<file path="config.mk">
export PLATFORM = sky130hd
export DESIGN_NAME = vcc_comparator_control
export DESIGN_NICKNAME = d
export VERILOG_FILES = /design/src/rtl/vcc_pkg.sv /design/src/rtl/vcc_comparator_control.sv
export SDC_FILE = /design/constraint.sdc
export NUM_CORES = 1
export LEC_CHECK = 0
export ABC_AREA = 1
export CORE_MARGIN = 2
export CORE_UTILIZATION = 55
export DETAILED_ROUTE_END_ITERATION = 10
export DONT_BUFFER_PORTS = 1
export PLACE_DENSITY = 0.72
export SKIP_LAST_GASP = 1
export SLEW_MARGIN = 20
export SYNTH_ARGS = -nofsm -noshare
export SYNTH_HDL_FRONTEND = slang
export SYNTH_SLANG_ARGS = --single-unit
</file>
<file path="constraint.sdc">
create_clock -name CLK -period 2.9 [get_ports CLK]
set_clock_uncertainty 0.1 [all_clocks]
set_input_delay 0 -clock CLK [delete_from_list [all_inputs] [get_ports CLK]]
set_output_delay 0 -clock CLK [all_outputs]
set_load 0.01 [all_outputs]
</file>
<file path="src/rtl/vcc_pkg.sv">
// Overview of operation
// - result high when plus above minus
// - on bit gates result; off reads low
// - power field resets 0, 2 slowest
// - separate plus and minus channel fields
// - one pin per terminal at most
// - swap exchanges inputs, inverts result
// - short bit ties terminals together
// - filter enable with four delay steps
// - result one picks high reference level
// - reference goes to selected terminal
// - disable bits kill pin input buffers
// - selected input pin buffer always disabled
// - flag set on chosen result edge
// - irq needs flag, enable, global enable
// - registers at documented offsets
// - all registers reset to zero
// - edge select sets both flag polarities
// - manual select overrides result for reference
package vcc_pkg;
   // clock period in ns
   localparam int unsigned CLK_PERIOD_NS = 100;
   // register indices and byte addresses
   localparam logic [7:0] IDX_INPUT_SEL = 8'h00;
   localparam logic [7:0] IDX_OPERATION = 8'h02;
   localparam logic [7:0] IDX_REFERENCE = 8'h04;
   localparam logic [7:0] IDX_PORT_DIS = 8'h06;
   localparam logic [7:0] IDX_INT_FLAG = 8'h0c;
   localparam logic [7:0] IDX_INT_VEC = 8'h0e;
   localparam logic [7:0] ADDR_INPUT_SEL = 8'(IDX_INPUT_SEL * 4);
   localparam logic [7:0] ADDR_OPERATION = 8'(IDX_OPERATION * 4);
   localparam logic [7:0] ADDR_REFERENCE = 8'(IDX_REFERENCE * 4);
   localparam logic [7:0] ADDR_PORT_DIS = 8'(IDX_PORT_DIS * 4);
   localparam logic [7:0] ADDR_INT_FLAG = 8'(IDX_INT_FLAG * 4);
   localparam logic [7:0] ADDR_INT_VEC = 8'(IDX_INT_VEC * 4);
   // reset value of every register
   localparam logic [15:0] REG_RESET = 16'h0000;
   // writable bit masks
   localparam logic [15:0] MASK_INPUT_SEL = 16'h8f8f;
   localparam logic [15:0] MASK_OPERATION = 16'h1cfc;
   localparam logic [15:0] MASK_REFERENCE = 16'hff1f;
   localparam logic [15:0] MASK_PORT_DIS = 16'hffff;
   localparam logic [15:0] MASK_INT_FLAG = 16'h0303;
   // input select fields
   localparam int unsigned PLUS_SEL_LSB = 0;
   localparam int unsigned PLUS_EN_BIT = 7;
   localparam int unsigned MINUS_SEL_LSB = 8;
   localparam int unsigned MINUS_EN_BIT = 15;
   // operation control fields
   localparam int unsigned RESULT_BIT = 0;
   localparam int unsigned FILTER_EN_BIT = 2;
   localparam int unsigned EDGE_SEL_BIT = 3;
   localparam int unsigned SHORT_BIT = 4;
   localparam int unsigned SWAP_BIT = 5;
   localparam int unsigned FILT_DLY_LSB = 6;
   localparam int unsigned ON_BIT = 10;
   localparam int unsigned MAN_LEVEL_BIT = 11;
   localparam int unsigned MAN_SEL_BIT = 12;
   // reference control fields
   localparam int unsigned REF_LOW_LSB = 0;
   localparam int unsigned REF_HIGH_LSB = 8;
   localparam int unsigned PWR_LSB = 13;
   localparam int unsigned REF_TERM_BIT = 15;
   // power and speed codes
   localparam logic [1:0] PWR_FASTEST = 2'h0;
   localparam logic [1:0] PWR_SLOWEST = 2'h2;
   // interrupt register fields
   localparam int unsigned FLAG_BIT = 0;
   localparam int unsigned IFLAG_BIT = 1;
   localparam int unsigned IE_BIT = 8;
   localparam int unsigned IIE_BIT = 9;
   // vector codes
   localparam logic [15:0] VEC_NONE = 16'h0000;
   localparam logic [15:0] VEC_FLAG = 16'h0002;
   localparam logic [15:0] VEC_IFLAG = 16'h0004;
   // filter delays in ns and in cycles
   localparam int unsigned FILT0_NS = 500;
   localparam int unsigned FILT1_NS = 900;
   localparam int unsigned FILT2_NS = 1600;
   localparam int unsigned FILT3_NS = 3000;
   localparam logic [4:0] FILT0_CYC = 5'(FILT0_NS / CLK_PERIOD_NS);
   localparam logic [4:0] FILT1_CYC = 5'(FILT1_NS / CLK_PERIOD_NS);
   localparam logic [4:0] FILT2_CYC = 5'(FILT2_NS / CLK_PERIOD_NS);
   localparam logic [4:0] FILT3_CYC = 5'(FILT3_NS / CLK_PERIOD_NS);
   // bus responses
   localparam logic [1:0] RESP_OKAY = 2'h0;
   localparam logic [1:0] RESP_SLVERR = 2'h2;
endpackage : vcc_pkg

</file>
<file path="src/rtl/vcc_comparator_control.sv">
`timescale 1ns/1ps
module vcc_comparator_control
   import vcc_pkg::*;
(
   input wire logic CLK,
   input wire logic RST_N,
   input wire logic [7:0] S_AXI_AWADDR,
   input wire logic S_AXI_AWVALID,
   output logic S_AXI_AWREADY,
   input wire logic [31:0] S_AXI_WDATA,
   input wire logic [3:0] S_AXI_WSTRB,
   input wire logic S_AXI_WVALID,
   output logic S_AXI_WREADY,
   output logic [1:0] S_AXI_BRESP,
   output logic S_AXI_BVALID,
   input wire logic S_AXI_BREADY,
   input wire logic [7:0] S_AXI_ARADDR,
   input wire logic S_AXI_ARVALID,
   output logic S_AXI_ARREADY,
   output logic [31:0] S_AXI_RDATA,
   output logic [1:0] S_AXI_RRESP,
   output logic S_AXI_RVALID,
   input wire logic S_AXI_RREADY,
   input wire logic CMP_RAW,
   input wire logic GLOBAL_IRQ_ENABLE,
   output logic COMPARATOR_ON,
   output logic [1:0] POWER_SPEED_SELECT,
   output logic [15:0] PLUS_CHAN_SEL,
   output logic [15:0] MINUS_CHAN_SEL,
   output logic INPUT_SWAP,
   output logic INPUT_SHORT,
   output logic [4:0] REF_LEVEL,
   output logic REF_ON_MINUS,
   output logic [15:0] PIN_BUF_DISABLE,
   output logic COMPARISON_RESULT,
   output logic IRQ
);

   // byte-lane merge of a write into a 16-bit register
   function automatic logic [15:0] merge16(input logic [15:0] old, input logic [31:0] data,
                                          input logic [3:0] strb, input logic [15:0] mask);
      logic [15:0] v;
      v = old;
      if (strb[0]) begin
         v[7:0] = data[7:0];
      end
      if (strb[1]) begin
         v[15:8] = data[15:8];
      end
      return v & mask;
   endfunction : merge16

   // one-hot channel decode, empty when disabled
   function automatic logic [15:0] chan_decode(input logic en, input logic [3:0] sel);
      logic [15:0] v;
      v = 16'h0000;
      if (en) begin
         v[sel] = 1'b1;
      end
      return v;
   endfunction : chan_decode

   // filter delay in cycles per setting
   function automatic logic [4:0] filt_cycles(input logic [1:0] sel);
      logic [4:0] v;
      unique case (sel)
         2'h0: v = FILT0_CYC;
         2'h1: v = FILT1_CYC;
         2'h2: v = FILT2_CYC;
         2'h3: v = FILT3_CYC;
      endcase
      return v;
   endfunction : filt_cycles

   // software registers
   logic [15:0] input_select_control_reg;
   logic [15:0] operation_control_reg;
   logic [15:0] reference_control_reg;
   logic [15:0] port_buffer_disable_reg;
   logic [15:0] interrupt_flag_enable_reg;
   logic [15:0] interrupt_flag_enable_next;
   // write channel state
   logic awready_reg;
   logic wready_reg;
   logic bvalid_reg;
   logic [1:0] bresp_reg;
   logic [7:0] awaddr_reg;
   logic [31:0] wdata_reg;
   logic [3:0] wstrb_reg;
   logic do_write;
   // read channel state
   logic arready_reg;
   logic rvalid_reg;
   logic [1:0] rresp_reg;
   logic [31:0] rdata_reg;
   logic vec_read;
   // comparator datapath
   logic cand;
   logic filt_reg;
   logic [4:0] filt_cnt_reg;
   logic result_reg;
   logic prev_result_reg;
   logic set_main;
   logic set_inv;
   logic [15:0] vec_word;
   // registered outputs
   logic [15:0] plus_sel_reg;
   logic [15:0] minus_sel_reg;
   logic [15:0] pin_dis_reg;
   logic [4:0] ref_level_reg;
   logic irq_reg;

   // short names for control bits
   logic cmp_on;
   logic swap_en;
   logic filter_en;
   logic edge_sel;
   assign cmp_on = operation_control_reg[ON_BIT];
   assign swap_en = operation_control_reg[SWAP_BIT];
   assign filter_en = operation_control_reg[FILTER_EN_BIT];
   assign edge_sel = operation_control_reg[EDGE_SEL_BIT];

   // write happens once address and data are both held
   assign do_write = !awready_reg && !wready_reg && !bvalid_reg;

   // write address, data and response channels
   always_ff @(posedge CLK or negedge RST_N) begin
      if (!RST_N) begin
         awready_reg <= 1'b1;
         wready_reg <= 1'b1;
         bvalid_reg <= 1'b0;
         bresp_reg <= RESP_OKAY;
         awaddr_reg <= 8'h00;
         wdata_reg <= 32'h0000_0000;
         wstrb_reg <= 4'h0;
      end else begin
         // address taken
         if (awready_reg && S_AXI_AWVALID) begin
            awaddr_reg <= S_AXI_AWADDR;
            awready_reg <= 1'b0;
         end
         // data taken
         if (wready_reg && S_AXI_WVALID) begin
            wdata_reg <= S_AXI_WDATA;
            wstrb_reg <= S_AXI_WSTRB;
            wready_reg <= 1'b0;
         end
         // response after both halves
         if (do_write) begin
            bvalid_reg <= 1'b1;
            unique case (awaddr_reg)
               ADDR_INPUT_SEL, ADDR_OPERATION, ADDR_REFERENCE, ADDR_PORT_DIS, ADDR_INT_FLAG,
               ADDR_INT_VEC: bresp_reg <= RESP_OKAY;
               default: bresp_reg <= RESP_SLVERR;
            endcase
         end
         // response accepted, reopen
         if (bvalid_reg && S_AXI_BREADY) begin
            bvalid_reg <= 1'b0;
            awready_reg <= 1'b1;
            wready_reg <= 1'b1;
         end
      end
   end

   // control registers, written by software
   always_ff @(posedge CLK or negedge RST_N) begin
      if (!RST_N) begin
         input_select_control_reg <= REG_RESET;
         operation_control_reg <= REG_RESET;
         reference_control_reg <= REG_RESET;
         port_buffer_disable_reg <= REG_RESET;
      end else if (do_write) begin
         unique case (awaddr_reg)
            ADDR_INPUT_SEL: input_select_control_reg <= merge16(input_select_control_reg,
               wdata_reg, wstrb_reg, MASK_INPUT_SEL);
            ADDR_OPERATION: operation_control_reg <= merge16(operation_control_reg,
               wdata_reg, wstrb_reg, MASK_OPERATION);
            ADDR_REFERENCE: reference_control_reg <= merge16(reference_control_reg,
               wdata_reg, wstrb_reg, MASK_REFERENCE);
            ADDR_PORT_DIS: port_buffer_disable_reg <= merge16(port_buffer_disable_reg,
               wdata_reg, wstrb_reg, MASK_PORT_DIS);
            default: ;
         endcase
      end
   end

   // vector: main flag first, then inverted flag
   always_comb begin
      if (interrupt_flag_enable_reg[FLAG_BIT] && interrupt_flag_enable_reg[IE_BIT]) begin
         vec_word = VEC_FLAG;
      end else if (interrupt_flag_enable_reg[IFLAG_BIT] && interrupt_flag_enable_reg[IIE_BIT]) begin
         vec_word = VEC_IFLAG;
      end else begin
         vec_word = VEC_NONE;
      end
   end

   // a vector read takes the reported flag
   assign vec_read = arready_reg && S_AXI_ARVALID && (S_AXI_ARADDR == ADDR_INT_VEC);

   // read address and data channels
   always_ff @(posedge CLK or negedge RST_N) begin
      if (!RST_N) begin
         arready_reg <= 1'b1;
         rvalid_reg <= 1'b0;
         rresp_reg <= RESP_OKAY;
         rdata_reg <= 32'h0000_0000;
      end else begin
         if (arready_reg && S_AXI_ARVALID) begin
            arready_reg <= 1'b0;
            rvalid_reg <= 1'b1;
            rresp_reg <= RESP_OKAY;
            unique case (S_AXI_ARADDR)
               ADDR_INPUT_SEL: rdata_reg <= {16'h0000, input_select_control_reg};
               ADDR_OPERATION: rdata_reg <= {16'h0000, operation_control_reg[15:1], result_reg};
               ADDR_REFERENCE: rdata_reg <= {16'h0000, reference_control_reg};
               ADDR_PORT_DIS: rdata_reg <= {16'h0000, port_buffer_disable_reg};
               ADDR_INT_FLAG: rdata_reg <= {16'h0000, interrupt_flag_enable_reg};
               ADDR_INT_VEC: rdata_reg <= {16'h0000, vec_word};
               default: begin
                  // unmapped: zero with slave error
                  rdata_reg <= 32'h0000_0000;
                  rresp_reg <= RESP_SLVERR;
               end
            endcase
         end
         // data accepted, reopen
         if (rvalid_reg && S_AXI_RREADY) begin
            rvalid_reg <= 1'b0;
            arready_reg <= 1'b1;
         end
      end
   end

   // candidate result: gated by on, inverted by swap
   assign cand = cmp_on && (CMP_RAW ^ swap_en);

   // digital output filter: change must persist the set delay
   always_ff @(posedge CLK or negedge RST_N) begin
      if (!RST_N) begin
         filt_reg <= 1'b0;
         filt_cnt_reg <= 5'h00;
      end else if (!cmp_on) begin
         filt_reg <= 1'b0;
         filt_cnt_reg <= 5'h00;
      end else if (cand == filt_reg) begin
         filt_cnt_reg <= 5'h00;
      end else if (filt_cnt_reg + 5'h01 >= filt_cycles(operation_control_reg[FILT_DLY_LSB +: 2])) begin
         filt_reg <= cand;
         filt_cnt_reg <= 5'h00;
      end else begin
         filt_cnt_reg <= filt_cnt_reg + 5'h01;
      end
   end

   // result and edge history
   always_ff @(posedge CLK or negedge RST_N) begin
      if (!RST_N) begin
         result_reg <= 1'b0;
         prev_result_reg <= 1'b0;
      end else begin
         prev_result_reg <= result_reg;
         if (!cmp_on) begin
            result_reg <= 1'b0;
         end else if (filter_en) begin
            result_reg <= filt_reg;
         end else begin
            result_reg <= cand;
         end
      end
   end

   // edge select picks polarity for both flags
   assign set_main = edge_sel ? (prev_result_reg && !result_reg)
                              : (!prev_result_reg && result_reg);
   assign set_inv = edge_sel ? (!prev_result_reg && result_reg)
                             : (prev_result_reg && !result_reg);

   // interrupt register next value; hardware set wins
   always_comb begin
      interrupt_flag_enable_next = interrupt_flag_enable_reg;
      if (do_write && awaddr_reg == ADDR_INT_FLAG) begin
         // writing zero clears a flag
         interrupt_flag_enable_next = merge16(interrupt_flag_enable_reg, wdata_reg, wstrb_reg,
            MASK_INT_FLAG);
      end
      if (vec_read && vec_word == VEC_FLAG) begin
         interrupt_flag_enable_next[FLAG_BIT] = 1'b0;
      end else if (vec_read && vec_word == VEC_IFLAG) begin
         interrupt_flag_enable_next[IFLAG_BIT] = 1'b0;
      end
      if (set_main) begin
         interrupt_flag_enable_next[FLAG_BIT] = 1'b1;
      end
      if (set_inv) begin
         interrupt_flag_enable_next[IFLAG_BIT] = 1'b1;
      end
   end

   // interrupt register
   always_ff @(posedge CLK or negedge RST_N) begin
      if (!RST_N) begin
         interrupt_flag_enable_reg <= REG_RESET;
      end else begin
         interrupt_flag_enable_reg <= interrupt_flag_enable_next;
      end
   end

   // interrupt request, gated by enables and global enable
   always_ff @(posedge CLK or negedge RST_N) begin
      if (!RST_N) begin
         irq_reg <= 1'b0;
      end else begin
         irq_reg <= GLOBAL_IRQ_ENABLE && (vec_word != VEC_NONE);
      end
   end

   // channel selects and pin buffer disables
   always_ff @(posedge CLK or negedge RST_N) begin
      if (!RST_N) begin
         plus_sel_reg <= 16'h0000;
         minus_sel_reg <= 16'h0000;
         pin_dis_reg <= 16'h0000;
      end else begin
         plus_sel_reg <= chan_decode(input_select_control_reg[PLUS_EN_BIT],
            input_select_control_reg[PLUS_SEL_LSB +: 4]);
         minus_sel_reg <= chan_decode(input_select_control_reg[MINUS_EN_BIT],
            input_select_control_reg[MINUS_SEL_LSB +: 4]);
         pin_dis_reg <= port_buffer_disable_reg
            | chan_decode(input_select_control_reg[PLUS_EN_BIT],
                          input_select_control_reg[PLUS_SEL_LSB +: 4])
            | chan_decode(input_select_control_reg[MINUS_EN_BIT],
                          input_select_control_reg[MINUS_SEL_LSB +: 4]);
      end
   end

   // reference level: result or manual bit picks the tap
   always_ff @(posedge CLK or negedge RST_N) begin
      if (!RST_N) begin
         ref_level_reg <= 5'h00;
      end else if (operation_control_reg[MAN_SEL_BIT]) begin
         ref_level_reg <= operation_control_reg[MAN_LEVEL_BIT]
            ? reference_control_reg[REF_HIGH_LSB +: 5]
            : reference_control_reg[REF_LOW_LSB +: 5];
      end else begin
         ref_level_reg <= result_reg ? reference_control_reg[REF_HIGH_LSB +: 5]
                                     : reference_control_reg[REF_LOW_LSB +: 5];
      end
   end

   // port drive: all from flip-flops
   assign S_AXI_AWREADY = awready_reg;
   assign S_AXI_WREADY = wready_reg;
   assign S_AXI_BVALID = bvalid_reg;
   assign S_AXI_BRESP = bresp_reg;
   assign S_AXI_ARREADY = arready_reg;
   assign S_AXI_RVALID = rvalid_reg;
   assign S_AXI_RRESP = rresp_reg;
   assign S_AXI_RDATA = rdata_reg;
   assign COMPARATOR_ON = cmp_on;
   assign POWER_SPEED_SELECT = reference_control_reg[PWR_LSB +: 2];
   assign PLUS_CHAN_SEL = plus_sel_reg;
   assign MINUS_CHAN_SEL = minus_sel_reg;
   assign INPUT_SWAP = swap_en;
   assign INPUT_SHORT = operation_control_reg[SHORT_BIT];
   assign REF_LEVEL = ref_level_reg;
   assign REF_ON_MINUS = reference_control_reg[REF_TERM_BIT];
   assign PIN_BUF_DISABLE = pin_dis_reg;
   assign COMPARISON_RESULT = result_reg;
   assign IRQ = irq_reg;

   // checks
   a_off_result_low: assert property (@(posedge CLK) disable iff (!RST_N)
      !cmp_on |=> !result_reg) else $error("result not low while off");
   a_unfilt_swap_result: assert property (@(posedge CLK) disable iff (!RST_N)
      (cmp_on && !filter_en) |=> result_reg == $past(CMP_RAW ^ swap_en))
      else $error("unfiltered result wrong");
   a_filter_hold_time: assert property (@(posedge CLK) disable iff (!RST_N)
      ($past(cmp_on) && cmp_on && filt_reg != $past(filt_reg)) |->
      $past(filt_cnt_reg) + 5'h01 >= $past(filt_cycles(operation_control_reg[7:6])))
      else $error("filter switched early");
   a_plus_onehot_sel: assert property (@(posedge CLK) disable iff (!RST_N)
      $onehot0(plus_sel_reg) && $onehot0(minus_sel_reg)) else $error("two pins on terminal");
   a_pin_buf_sel: assert property (@(posedge CLK) disable iff (!RST_N)
      input_select_control_reg[PLUS_EN_BIT] |=>
      pin_dis_reg[$past(input_select_control_reg[3:0])]) else $error("selected pin buffer on");
   a_hyst_ref_high: assert property (@(posedge CLK) disable iff (!RST_N)
      (!operation_control_reg[MAN_SEL_BIT] && result_reg) |=>
      ref_level_reg == $past(reference_control_reg[12:8])) else $error("high ref not used");
   a_rise_sets_flag: assert property (@(posedge CLK) disable iff (!RST_N)
      (!edge_sel && $rose(result_reg)) |=> interrupt_flag_enable_reg[FLAG_BIT])
      else $error("rising edge missed");
   a_fall_sets_iflag: assert property (@(posedge CLK) disable iff (!RST_N)
      (!edge_sel && $fell(result_reg)) |=> interrupt_flag_enable_reg[IFLAG_BIT])
      else $error("falling edge missed");
   a_irq_needs_global: assert property (@(posedge CLK) disable iff (!RST_N)
      irq_reg |-> $past(GLOBAL_IRQ_ENABLE) && $past(vec_word) != VEC_NONE)
      else $error("irq without enables");
   a_vec_idle_zero: assert property (@(posedge CLK) disable iff (!RST_N)
      !(interrupt_flag_enable_reg[FLAG_BIT] && interrupt_flag_enable_reg[IE_BIT]) &&
      !(interrupt_flag_enable_reg[IFLAG_BIT] && interrupt_flag_enable_reg[IIE_BIT]) |->
      vec_word == VEC_NONE) else $error("vector not zero");
   a_write_resp_time: assert property (@(posedge CLK) disable iff (!RST_N)
      (awready_reg && S_AXI_AWVALID && wready_reg && S_AXI_WVALID) |=> ##1 bvalid_reg)
      else $error("write response late");

endmodule : vcc_comparator_control

</file>
==> flow_summary.yaml <==
clock_network:
  clockBufferDepth: 2
  worstSkewPairLatency_ns: 0.43
  ctsHoldBuffers: 44
  cts.sinks: 163
  tritoncts: "built"
  clkTransAtPathRegs_ns: 0.07
  cts_buffers: 17
  cts-root-buf: "clkbuf_16"
  htree_num_levels: 4
  cts_setup_buffers: 0
placed_design:
  dpl.hpwl_um: 12200
  place.gp.congestion: 0.844
  placedInstanceArea_mm2: 0.00720
  port_buffers: 0
  place_inst: 926
finish:
  finalNetCount: 889
  fin_util: 0.650
  layout.cells.non_filler: 1002
  drive_above_1_share: 0.112
  multi_input_area_mm2: 0.00257
  diodes: 0
  syn_to_final_growth_pct: 14.9
  ff_latch_area_mm2: 0.00408
  stdcell_area_mm2: 0.00823
  n_fill_cell: 1063
  final_cell_mix: "dfrtp_1, nand2_1, inv_1"
die:
  die_y_um: 118
  start_util: 0.566
  core-area_mm2: 0.0127
  io_pins: 163
  num_rows: 41
  die_x_um: 118
  die_area_mm2: 0.0140
synth:
  syn-cell-area_mm2: 0.00717
  yosysWarnings: 0
  seq_area_frac_synth: 0.570
  avgSynthCellArea_um2: 9.28
  synthDistinctLibCells: 39
  ys_seq_elements: 163
  syn_inst: 772
power_and_ir_drop:
  seqPwrFrac: 0.473
  power_w: 0.00608
  swShare: 0.306
  power_density_mw_per_mm2: 739
  internal-power_w: 0.00422
  p_leak_nw: 4.11
  p_switching_w: 0.00186
  power_frac_comb: 0.157
  ir_drop_v: 0.000518
  power_frac_clock: 0.369
sta:
  rsz0062_at_grt: "false"
  fin_crit_ns: 2.30
  maxSlewHeadroom: 0.366
  worst_pin_slew_ns: 0.948
  min_period_over_period: 0.795
  final_hold_viol_count: 163
  setup_viol: 0
  whs_ns: -0.835
  drv_slew: 0
  tns_ns: 0
  fmax_ghz: 0.434
route:
  vias_per_cell: 5.39
  drtAntennaViolNets: 0
  via_count: 5404
  wl_per_cell_um: 17.4
  drt-total-wl_um: 17400
  drtPass1Iterations: 7
  drtIter0Drc: 472
  drc_errors: 0
worst_setup_path:
  crit_type: "primary input to flip-flop"
  crit_slowest_cell: "dlygate4sd3_1"
  worstSetupStartpointType: "primary input"
  path_buf_inv: 3
  required_ns: 3.12
  cp_max_fo: 17
  crit_chain: "dlygate4sd3_1, nand2_1, dlygate4sd3_1, nor2_4, dlygate4sd3_1, nand4_1, nand3_1, nand2_1"
  critPathMaxStageDelay_ns: 0.69
  critPathArrivalTime_ns: 2.52
  cp_top_family: "buffers and inverters"
  cpMostUsedCell: "dlygate4sd3_1"
  endpoint_kind: "flip-flop"
run_status:
  violations: "hold timing"
  outcome: "complete, but fails checks"
hold_path:
  hold_path_class: "primary input to async pin"
grt:
  grt_max_degree: 164
  grt-ovfl-total: 0
  grtUsageTotal: 0.264
  grt_pass1_vias: 5397
  grt_pass1_wl_um: 28400
  antenna_found_initial: 0
job:
  cap_violations: 0
layer usage:
layer | GRT usage | share of wire | up-vias
met5 | 0 | 0 | -
li1 | - | - | 2544
met2 | 0.413 | 0.48 | 236
met1 | 0.352 | 0.43 | 2602
met4 | 0.0904 | 0.019 | 0
met3 | 0.0820 | 0.078 | 22
power by group through the flow:
stage	Clock, W	Combinational [W]	Sequential [W]
floorplan	0	0.000707	0.00285
global placement	0	0.000846	0.00290
detailed placement	0	0.000884	0.00292
CTS	0.00227	0.000952	0.00288
global route	0.00238	0.00108	0.00292
finish	0.00225	0.000956	0.00288
final cells by class:
class	count	share of cell area
flip-flops and latches	163	0.496
multi-input cells	503	0.312
repair buffers	45	0.0544
clock buffers	19	0.0538
inverters	87	0.0397
well taps	172	0.0261
clock inverters	13	0.0184
timing repair:
item / in CTS / in global routing
gates resized for setup: 0 / 0
endpoints found under the hold margin: 221 / 163
endpoints found under the setup margin: 0 / 0
path summary, 6_finish.rpt:
path                                                            end  slack, ns  depth (start not counted)                      start
min in group CLK                         S_AXI_RDATA[8]$_DFFE_PN0P_       0.05                          7            S_AXI_ARADDR[1]
setup / recovery           interrupt_flag_enable_reg[0]$_DFFE_PN0P_       0.60                          8            S_AXI_ARADDR[3]
hold reg to reg                           filt_cnt_reg[0]$_DFF_PN0_       0.41                          1  filt_cnt_reg[0]$_DFF_PN0_
max in group asynchronous                 S_AXI_ARREADY$_DFFE_PN1P_       3.29                          0                      RST_N
setup reg to reg                          filt_cnt_reg[0]$_DFF_PN0_       0.71                          9  filt_cnt_reg[0]$_DFF_PN0_
hold / removal                          MINUS_CHAN_SEL[3]$_DFF_PN0_      -0.84                          0                      RST_N
worst reg2reg max path: cells and delay by family, from the launching register on:
family          cells  cell delay [ns]
fa+ha+maj           2             0.56
simple gates        4             0.53
flops               1             0.42
compound gates      1             0.26
xor+xnor            1             0.19
buf+inv             1             0.07
logic make-up after synthesis:
logic type,share of synthesized area
AND/OR/NAND/NOR,0.211
flip-flops,0.570
multiplexers,0.00628
XOR/XNOR,0.00489
buffers and inverters,0.0815
other,0.000523
adder cells (fa/ha/maj),0.0192
AO/OA/AOI/OAI,0.106
Yosys cell counts:
cell type	count	area, um2
or2_1	1	6.26
conb_1	1	3.75
nor2_2	3	18.8
o21ai_0	51	255
a21oi_1	32	160
a211oi_1	1	7.51
inv_1	84	315
buf_2	5	25.0
inv_2	3	11.3
nand3_4	2	35.0
ha_1	11	138
o21ai_1	1	5.00
nand4_1	5	31.3
and2_1	2	12.5
o22ai_1	3	18.8
nand3_2	1	10.0
or3_1	12	75.1
nand2_2	7	43.8
o21a_1	1	7.51
buf_6	4	45.0
nand3b_1	1	7.51
xnor2_1	1	8.76
nor2_4	5	56.3
o21ai_2	30	263
clkbuf_1	4	15.0
a21boi_0	2	15.0
or2_2	1	6.26
a32oi_1	1	8.76
nor3_2	1	10.0
nor2_1	78	293
nand3_1	40	200
dfstp_2	3	78.8
nor3_1	21	105
mux2_2	4	45.0
o21bai_1	3	22.5
nand2_1	161	604
buf_4	23	173
dfrtp_1	160	4000
xor2_1	3	26.3
through the flow:
stage                     hold WS, ns  setup WS (ns)
after floorplan                -0.396          0.893
after global placement         -0.388          0.769
after detailed placement       -0.390          0.699
after CTS                      -0.852          0.619
after global routing           -0.857          0.466
final                          -0.835          0.596
Power figures use the tool's default switching activity.
